File: src/verilog/rtccd_params.svh
// Constants for the counter clock, debug and count register slice.
// Assumes inclusion by bare name from the design files of this block.
`ifndef RTCCD_PARAMS_SVH
`define RTCCD_PARAMS_SVH

// ==========================================================================
// Register indices (byte address is four times the index)
`define RTCCD_IDX_STATUS   5'h01
`define RTCCD_IDX_TEMP     5'h04
`define RTCCD_IDX_DBGCTL   5'h05
`define RTCCD_IDX_CLKSRC   5'h07
`define RTCCD_IDX_CNT_LO   5'h08
`define RTCCD_IDX_CNT_HI   5'h09

// ==========================================================================
// Field positions and reset values
`define RTCCD_BIT_BUSY     1
`define RTCCD_BIT_DEBUG_RUN_ENABLE   0
`define RTCCD_RST_BYTE     8'h00
`define RTCCD_RST_CNT      16'h0000
`define RTCCD_RST_SEL      2'h0

// ==========================================================================
// Clock source encodings and timing counts
`define RTCCD_SEL_32K      2'h0
`define RTCCD_SEL_1K       2'h1
`define RTCCD_SEL_RSVD     2'h2
`define RTCCD_SEL_EXT      2'h3
`define RTCCD_DIV_1K_LAST  5'h1F
`define RTCCD_SYNC_TICKS   2'h2

`endif

File: src/verilog/rtccd_pkg.sv
// Types shared by the counter clock, debug and count register slice.
// Assumes the constants header is compiled alongside.
package rtccd_pkg;

  // ========================================================================
  // Write synchroniser states
  typedef enum logic [2:0] {
    SYNC_IDLE = 3'h1,
    SYNC_ONE  = 3'h2,
    SYNC_TWO  = 3'h4
  } rtccd_sync_e;

  // ========================================================================
  // State of the tick selector
  typedef struct packed {
    logic       osc_prev;
    logic       ext_prev;
    logic [4:0] div;
    logic       tick;
  } rtccd_tick_s;

  // ========================================================================
  // State of the top module
  typedef struct packed {
    logic        waitreq;
    logic [31:0] rdata;
    logic        dbg_run;
    logic [1:0]  clk_sel;
    logic [7:0]  temp;
    logic [15:0] cnt;
    logic [15:0] pend;
    logic [1:0]  ticks;
    rtccd_sync_e fsm;
  } rtccd_top_s;

endpackage

File: src/verilog/rtccd_top.sv
// Counter value, clock source and debug control registers of a 16-bit
// real-time counter, reached by software over Avalon-MM.
// Assumes a word-addressed Avalon master and slow asynchronous clock pins.
//
// The Avalon-MM interface to the registers was left to the implementer.
`timescale 1ns/1ns
`default_nettype none

`include "rtccd_params.svh"

module rtccd_top (
  input  wire logic        clk_i,
  input  wire logic        rst_i,
  input  wire logic [4:0]  avs_address_i,
  input  wire logic        avs_read_i,
  input  wire logic        avs_write_i,
  input  wire logic [31:0] avs_writedata_i,
  input  wire logic [3:0]  avs_byteenable_i,
  output logic [31:0]      avs_readdata_o,
  output logic             avs_waitrequest_o,
  input  wire logic        cpu_halted_i,
  input  wire logic        ulp_osc_i,
  input  wire logic        ext_clk_i,
  output logic [15:0]      rtc_count_o,
  output logic             count_sync_busy_o
);

  rtccd_pkg::rtccd_top_s st_r;
  rtccd_pkg::rtccd_top_s st_nxt;
  logic                  tick;
  logic                  advance;
  logic                  accept;
  logic                  wr_en;
  logic [7:0]            wbyte;
  logic                  busy;

  rtccd_tick_sel u_tick (
    .clk_i     (clk_i),
    .rst_i     (rst_i),
    .clk_sel_i (st_r.clk_sel),
    .ulp_osc_i (ulp_osc_i),
    .ext_clk_i (ext_clk_i),
    .tick_o    (tick)
  );

  // ========================================================================
  // Bus handshake
  // Every request gets exactly one wait state, so the answer is a register
  // and the read data are stable at the edge where waitrequest is low.
  assign accept  = (avs_read_i | avs_write_i) & ~st_r.waitreq;
  assign wr_en   = accept & avs_write_i & avs_byteenable_i[0];
  assign wbyte   = avs_writedata_i[7:0];
  assign busy    = (st_r.fsm != rtccd_pkg::SYNC_IDLE);
  // Halt only gates counting; the write crossing still completes.
  assign advance = tick & ~(cpu_halted_i & ~st_r.dbg_run);

  // ========================================================================
  // Next state
  always_comb begin
    st_nxt         = st_r;
    st_nxt.waitreq = 1'b1;
    if ((avs_read_i | avs_write_i) & st_r.waitreq) begin
      st_nxt.waitreq = 1'b0;
      st_nxt.rdata   = 32'h0000_0000;
      if (avs_read_i) begin
        if (avs_address_i == `RTCCD_IDX_STATUS) begin
          st_nxt.rdata[`RTCCD_BIT_BUSY] = busy;
        end else if (avs_address_i == `RTCCD_IDX_TEMP) begin
          st_nxt.rdata[7:0] = st_r.temp;
        end else if (avs_address_i == `RTCCD_IDX_DBGCTL) begin
          st_nxt.rdata[`RTCCD_BIT_DEBUG_RUN_ENABLE] = st_r.dbg_run;
        end else if (avs_address_i == `RTCCD_IDX_CLKSRC) begin
          st_nxt.rdata[1:0] = st_r.clk_sel;
        end else if (avs_address_i == `RTCCD_IDX_CNT_LO) begin
          st_nxt.rdata[7:0] = st_r.cnt[7:0];
        end else if (avs_address_i == `RTCCD_IDX_CNT_HI) begin
          st_nxt.rdata[7:0] = st_r.temp;
        end
      end
    end

    // Counter: a finished write load wins over an advance in the same tick.
    if (advance) begin
      st_nxt.cnt = st_r.cnt + 16'h0001;
    end
    case (st_r.fsm)
      rtccd_pkg::SYNC_ONE: begin
        if (tick) begin
          st_nxt.fsm = rtccd_pkg::SYNC_TWO;
        end
      end
      rtccd_pkg::SYNC_TWO: begin
        if (tick) begin
          st_nxt.cnt = st_r.pend;
          st_nxt.fsm = rtccd_pkg::SYNC_IDLE;
        end
      end
      default: begin
        st_nxt.fsm = rtccd_pkg::SYNC_IDLE;
      end
    endcase

    // The high byte is snapshot in the cycle the low byte is captured, so a
    // tick between capture and answer cannot tear the pair.
    if (avs_read_i & st_r.waitreq & (avs_address_i == `RTCCD_IDX_CNT_LO)) begin
      st_nxt.temp = st_r.cnt[15:8];
    end

    if (wr_en) begin
      if (avs_address_i == `RTCCD_IDX_TEMP) begin
        st_nxt.temp = wbyte;
      end else if (avs_address_i == `RTCCD_IDX_DBGCTL) begin
        st_nxt.dbg_run = wbyte[`RTCCD_BIT_DEBUG_RUN_ENABLE];
      end else if (avs_address_i == `RTCCD_IDX_CLKSRC) begin
        // The reserved code is never stored, so the source stays valid.
        if (wbyte[1:0] != `RTCCD_SEL_RSVD) begin
          st_nxt.clk_sel = wbyte[1:0];
        end
      end else if (avs_address_i == `RTCCD_IDX_CNT_LO) begin
        st_nxt.temp = wbyte;
      end else if (avs_address_i == `RTCCD_IDX_CNT_HI) begin
        // A write while busy restarts the crossing with the newer value.
        st_nxt.pend = {wbyte, st_r.temp};
        st_nxt.fsm  = rtccd_pkg::SYNC_ONE;
      end
    end
  end

  // ========================================================================
  // State register
  always_ff @(posedge clk_i or posedge rst_i) begin
    if (rst_i) begin
      st_r.waitreq <= 1'b1;
      st_r.rdata   <= 32'h0000_0000;
      st_r.dbg_run <= 1'b0;
      st_r.clk_sel <= `RTCCD_RST_SEL;
      st_r.temp    <= `RTCCD_RST_BYTE;
      st_r.cnt     <= `RTCCD_RST_CNT;
      st_r.pend    <= `RTCCD_RST_CNT;
      st_r.ticks   <= 2'h0;
      st_r.fsm     <= rtccd_pkg::SYNC_IDLE;
    end else begin
      st_r <= st_nxt;
    end
  end

  // Busy output is the fsm decoded; registered copy keeps outputs on flops.
  logic busy_r;
  always_ff @(posedge clk_i or posedge rst_i) begin
    if (rst_i) begin
      busy_r <= 1'b0;
    end else begin
      busy_r <= (st_nxt.fsm != rtccd_pkg::SYNC_IDLE);
    end
  end

  assign avs_readdata_o    = st_r.rdata;
  assign avs_waitrequest_o = st_r.waitreq;
  assign rtc_count_o       = st_r.cnt;
  assign count_sync_busy_o = busy_r;

endmodule

`default_nettype wire

File: src/verilog/rtccd_sync.sv
// Two flip-flop level synchroniser for pins from outside the clock domain.
// Assumes the input may change at any time relative to clk_i.
`timescale 1ns/1ns
`default_nettype none

module rtccd_sync (
  input  wire logic clk_i,
  input  wire logic rst_i,
  input  wire logic async_i,
  output logic      sync_o
);

  logic [1:0] state_r;
  logic [1:0] state_nxt;

  // ========================================================================
  // Stage one is read only by stage two.
  always_comb begin
    state_nxt = {state_r[0], async_i};
  end

  always_ff @(posedge clk_i or posedge rst_i) begin
    if (rst_i) begin
      state_r <= 2'h0;
    end else begin
      state_r <= state_nxt;
    end
  end

  assign sync_o = state_r[1];

endmodule

`default_nettype wire

File: src/verilog/rtccd_tick_sel.sv
// Counter clock source selection, producing one-cycle tick enables.
// Assumes the oscillator and external pin are far slower than clk_i.
`timescale 1ns/1ns
`default_nettype none

`include "rtccd_params.svh"

module rtccd_tick_sel (
  input  wire logic       clk_i,
  input  wire logic       rst_i,
  input  wire logic [1:0] clk_sel_i,
  input  wire logic       ulp_osc_i,
  input  wire logic       ext_clk_i,
  output logic            tick_o
);

  rtccd_pkg::rtccd_tick_s st_r;
  rtccd_pkg::rtccd_tick_s st_nxt;
  logic                   osc_s;
  logic                   ext_s;
  logic                   osc_rise;

  rtccd_sync u_sync_osc (
    .clk_i   (clk_i),
    .rst_i   (rst_i),
    .async_i (ulp_osc_i),
    .sync_o  (osc_s)
  );

  rtccd_sync u_sync_ext (
    .clk_i   (clk_i),
    .rst_i   (rst_i),
    .async_i (ext_clk_i),
    .sync_o  (ext_s)
  );

  assign osc_rise = osc_s & ~st_r.osc_prev;

  // ========================================================================
  // Source select; the reserved code yields no ticks at all.
  always_comb begin
    st_nxt          = st_r;
    st_nxt.osc_prev = osc_s;
    st_nxt.ext_prev = ext_s;
    st_nxt.tick     = 1'b0;
    if (osc_rise) begin
      st_nxt.div = st_r.div + 5'h01;
    end
    if (clk_sel_i == `RTCCD_SEL_32K) begin
      st_nxt.tick = osc_rise;
    end else if (clk_sel_i == `RTCCD_SEL_1K) begin
      st_nxt.tick = osc_rise && (st_r.div == `RTCCD_DIV_1K_LAST);
    end else if (clk_sel_i == `RTCCD_SEL_EXT) begin
      st_nxt.tick = ext_s & ~st_r.ext_prev;
    end
  end

  always_ff @(posedge clk_i or posedge rst_i) begin
    if (rst_i) begin
      st_r <= '0;
    end else begin
      st_r <= st_nxt;
    end
  end

  assign tick_o = st_r.tick;

endmodule

`default_nettype wire

File: config.mk
export PLATFORM = sky130hd
export DESIGN_NAME = rtccd_top
export DESIGN_NICKNAME = d
export VERILOG_FILES = /design/src/verilog/rtccd_pkg.sv /design/src/verilog/rtccd_top.sv /design/src/verilog/rtccd_sync.sv /design/src/verilog/rtccd_tick_sel.sv
export VERILOG_INCLUDE_DIRS = /design/src /design/src/verilog
export SDC_FILE = /design/constraint.sdc
export NUM_CORES = 1
export LEC_CHECK = 0
export ABC_CLOCK_PERIOD_IN_PS = 2800
export BUFFER_PORTS_ARGS = -buffer_cell sky130_fd_sc_hd__buf_2
export CAP_MARGIN = 20
export CORE_MARGIN = 2
export CORE_UTILIZATION = 45
export DETAILED_ROUTE_END_ITERATION = 6
export PLACE_DENSITY = 0.77
export RECOVER_POWER = 25
export SETUP_SLACK_MARGIN = 0.3
export SLEW_MARGIN = 20
export SYNTH_ARGS = -nofsm -noshare
export SYNTH_HDL_FRONTEND = slang
export SYNTH_HIERARCHICAL = 1
export SYNTH_SLANG_ARGS = --single-unit
File: constraint.sdc
create_clock -name clk_i -period 2.8 [get_ports clk_i]
set_input_delay 0.84 -clock clk_i [delete_from_list [all_inputs] [get_ports clk_i]]
set_output_delay 0.84 -clock clk_i [all_outputs]
set_load 0.005 [all_outputs]
Yosys cells after proc, flatten, opt, wreduce, memory -nomap -nowiden
Cells that the tools add are included.

Register bits: 68. Bits in latches: 0. Memory bits (writable): 0. ROM bits: 0. Bits of input ports: 48. Output and inout bits: 50. Word-level logic and storage cells: 89. Memories: 0.

Add/sub/neg operators: 2. Multipliers: 0. Divide/modulo/power cells: 0. $lt $le $gt $ge: 0. Equality and inequality tests: 14. Shifts and indexed selects: 0. Muxes and demuxes: 33. Bitwise logic cells: 20. Reductions and logical operators: 5.

Operator list (number): $mux W8 (10); $mux W16 (3); $mux W33 (1); $mux W3 (8); $add A16 B1 Y16 const B (1); $eq A5 B3 Y1 const B (3); $mux W6 (2); $and A1 B1 Y1 (10); $eq A5 B4 Y1 const B (2); $not A1 Y1 (9); $mux W7 (1); $mux W1 (6); $ne A3 B1 Y1 const B (2); $pmux W3 S2 (1); $reduce_and A6 Y1 (1); $add A5 B1 Y5 const B (1); $eq A5 B1 Y1 const B (1); $eq A5 B5 Y1 const B (1); $reduce_and A5 Y1 (1); $eq A3 B2 Y1 const B (1); $eq A3 B3 Y1 const B (1); $reduce_and A3 Y1 (1); $eq A2 B1 Y1 const B (1); $eq A2 B2 Y1 const B (1); 5 further kinds (5).

Logic depth before layout (Yosys ltp)
Depth after elaboration: 9. Gate-level depth with buffers: 8. Mapped depth without buffers: 6.

By module
The synthesis kept the hierarchy.

Modules (own cells, without submodules): rtccd_top (instances 1, cells each 311, area each 3195.6 um2, sequential area each 1403.8 um2); rtccd_tick_sel (instances 1, cells each 25, area each 371.6 um2, sequential area each 200.2 um2); rtccd_sync (instances 2, cells each 3, area each 53.8 um2, sequential area each 50.0 um2).

Worst setup path before layout
No wires, ideal clock.

Kind: input -> register. Start point: in avs_address_i[2]. End point: reg st_r[10] (netlist name). Setup time: 0.125 ns. Arrival: 2.079 ns. Required time: 2.675 ns. Slack: 0.596 ns. Stages: 7. Buffers on the path: 3. Cell sequence: buf_4 -> nor2_8 -> nand2_4 -> or3_4 -> buf_6 -> buf_12 -> mux2_4.

Longest elaborated chain between the ends: 3. Elaborated cells on any way between the ends: 10. Those cells by class: eq/ne: 5; bitwise: 4; reduce/logical: 1.

RTL lines: from (decl) (line rtccd_top.sv:14) `input wire logic [4:0] avs_address_i,`; $eq A5 B4 Y1 (no source line) / $eq A5 B3 Y1 (equally long branches); $not A1 Y1 (no source line); $reduce_and A6 Y1 (no source line) *; to (signal assigned) (line rtccd_top.sv:143) `st_r <= st_nxt;`; to (decl) (line rtccd_top.sv:28) `rtccd_pkg::rtccd_top_s st_r;`.

Every way passes the cells marked *; elsewhere a longest branch is shown, timed or not. A chain may end at the register's enable or synchronous reset.

==> qor.txt <==
Largest area contributor in the netlist -> dfrtp_1
Routed WL per cell -> 16.19 um
Worst VDD drop -> 0.2290 mV
Worst Path Buf+Inv -> 0
F_max -> 521.9 MHz
Cells along the critical path -> nor3b_1 > nand3b_1 > nor2b_1 > o21ai_0 > o311ai_0
Worst hold path type -> flop to flop
Number of max-cap violations -> 0
Worst-path clk slew -> 0.07 ns
Fin Setup TNS -> 0 ns
Crit-path slowest cell -> nand3b_1
Overflow after GRT -> 0
Largest delay share family, worst path -> simple AND/OR/NAND/NOR gates
EDFF count, synth -> 0
Fin crit period -> 1.916 ns
Slew headroom -> 7.084%
Die H -> 94.37 um
CTS Sinks -> 68
Endpoints failing setup -> 0
Fin crit share -> 68.43%
Worst-skew pair later-pin latency -> 0.35 ns
# hold bufs at CTS -> 0
CP arrival -> 2.10 ns
Ant diodes -> 0
RSZ-0062 raised after global routing -> false
H-tree levels -> 3
Fin area -> 3909 um^2
Most frequent cells in the layout -> dfrtp_1 (66), buf_2 (45), conb_1 (24)
Mapped Cells -> 342
Vias -> 2643
Vias in the first global route -> 2524
Fraction of final layout cells sized beyond drive strength 1 -> 24.73%
YS warnings -> 6
Layout area overhead -> 6.367%
Setup crit start kind -> flop
Hpwl dp -> 5.254 mm
Post-DP Area -> 3710 um^2
Worst Path Required -> 2.99 ns
Register bit total from synthesis -> 68
Max stage delay on crit path -> 0.58 ns
Resized Gates After CTS -> 0
TritonCTS buffer count -> 9
Tot GR Track Use -> 18.34%
Layout Nets -> 418
Worst-Margin Slew -> 1.394 ns
Chip width -> 94.37 um
Status -> complete, no violations
Power per Cell Area -> 613.0 nW/um^2
Unique masters post-synth -> 55
Sequential area share after synthesis -> 46.37%
First-pass GRT wire length -> 12.54 mm
Ys async rst share -> 100.0%
Leakage power -> 1.981 nW
Placer congestion estimate -> 0.9265
Initial Util -> 47.07%
Top cells by area, synth -> dfrtp_1 (45%), buf_4 (10%), mux2_4 (4.1%)
Reg2reg start -> st_r[1]$_DFF_PP0_
FP Rows -> 32
Top_reg_cell synth -> dfrtp_1
Final hold violation count -> 0
Overall routed net length -> 7.672 mm
Iter 0 DRT Violations -> 295
Slew Limit Fails -> 0
Post-Synthesis Cell Area -> 3675 um^2
Clock skew -> 0.01198 ns
Pin count of the biggest net entering global routing -> 57
DR vias/cell -> 5.576
CTS tree -> yes
Die footprint -> 8905 um^2
Antenna-violating nets left -> 0
Post-CTS setup buffer count -> 0
Worst Setup Path Type -> flop to flop
Post-route DRC -> 0
CTS max path bufs -> 2
Antenna violations before repair -> 0
Share of the synthesized area in the top cell type -> 44.94%
CTS root buffer -> clkbuf_8
PortBufs -> 46
Critical Path Start -> st_r[1]$_DFF_PP0_
Most common cell after layout, fill and taps aside -> dfrtp_1
Worst-path fanout max -> 19
Detailed Routing Iterations Pass 1 -> 5
Ports -> 98
CORE AREA -> 7807 um^2
Min-delay src -> u_tick/u_sync_osc/state_r[0]$_DFF_PP0_
Critical Path End Type -> flop
Post-Synthesis Mean Instance Area -> 10.74 um^2
Yosys cell counts, types with 3 or more instances:
cell	instances
o311ai_0	4
buf_6	3
nand3b_1	4
a31oi_1	3
o22ai_1	4
a21oi_1	9
a221o_1	3
nor4_1	5
nand2b_1	5
and3_1	4
mux2_4	10
ha_1	3
inv_1	15
nor3b_1	3
a21o_1	8
xor2_1	7
o21ai_0	19
nand3_1	7
mux2_2	9
nand4_1	3
nor2_1	16
clkbuf_1	6
nor2b_1	5
o21ai_1	3
a222oi_1	6
nor3_1	3
a22o_1	7
dfrtp_1	66
buf_4	50
nand2_1	20
through the flow:
step	std cells	utilization (%)	total power, mW	hold WS, ns	setup WS [ns]
6_report	474	50.06	2.396	0.3617	0.8841
3_5_place_dp	458	47.52	1.524	0.3457	0.5354
5_1_grt	474	50.06	2.508	0.3661	0.6830
4_1_cts	474	50.30	2.422	0.3544	0.8946
2_1_floorplan	365	-	1.462	0.3312	0.5920
3_3_place_gp	458	47.52	1.503	0.3363	0.5383
area by class of cell:
type | instances | area, um^2
fillers | 708 | 3899
flip-flops and latches | 68 | 1704
multi-input cells | 220 | 1528
repair buffers | 53 | 275.3
clock buffers | 12 | 145.1
well taps | 102 | 127.6
clock inverters | 4 | 72.57
inverters | 15 | 56.30
worst register-to-register path, cell delays in order, from the launching register on:
cell	delay, ns
dfrtp_1	0.41
nor3b_1	0.28
nand3b_1	0.58
nor2b_1	0.10
o21ai_0	0.20
o311ai_0	0.17
per-layer routing:
metal	routed length, um	part of all wire [%]	GRT usage [%]
met1	3325	43	24.53
met2	3718	48	28.51
met3	495	6.5	4.629
met4	131	1.7	7.729
met5	0	0	0
cell families (layout without fill, tap and decap cells):
kind of cell    count (synthesis)  count (layout)  synth area share (%)
buf+inv                        77              84                 14.10
compound gates                 73              73                 13.76
fa+ha+maj                       3               3                 1.022
simple gates                   90              90                 14.91
mux                            21              21                 7.388
other cells                     1              24                0.1020
xor+xnor                        9               9                 2.350
flops                          68              68                 46.37
path summary, 6_finish.rpt:
| path | end | slack (ns) | depth (start not counted) |
|---|---|---|---|
| max in group asynchronous | avs_readdata_o[1]$_DFFE_PP0P_ | 0.98 | 3 |
| min in group asynchronous | u_tick/u_sync_ext/state_r[0]$_DFF_PP0_ | 0.37 | 2 |
| min | u_tick/u_sync_osc/state_r[1]$_DFF_PP0_ | 0.36 | 0 |
| max reg2reg | flop | 0.88 | 5 |
| max | flop | 0.88 | 5 |
| min reg2reg | u_tick/u_sync_osc/state_r[1]$_DFF_PP0_ | 0.36 | 0 |
power breakdown:
| group | total [mW] | internal [mW] | switching [mW] | leakage, nW |
|---|---|---|---|---|
| clock | 0.904 | 0.525 | 0.379 | 0.107 |
| combinational | 0.298 | 0.144 | 0.153 | 0.984 |
| sequential | 1.19 | 1.08 | 0.116 | 0.890 |
| total | 2.40 | 1.75 | 0.648 | 1.98 |
No activity file was read; power rests on OpenSTA's default activity.
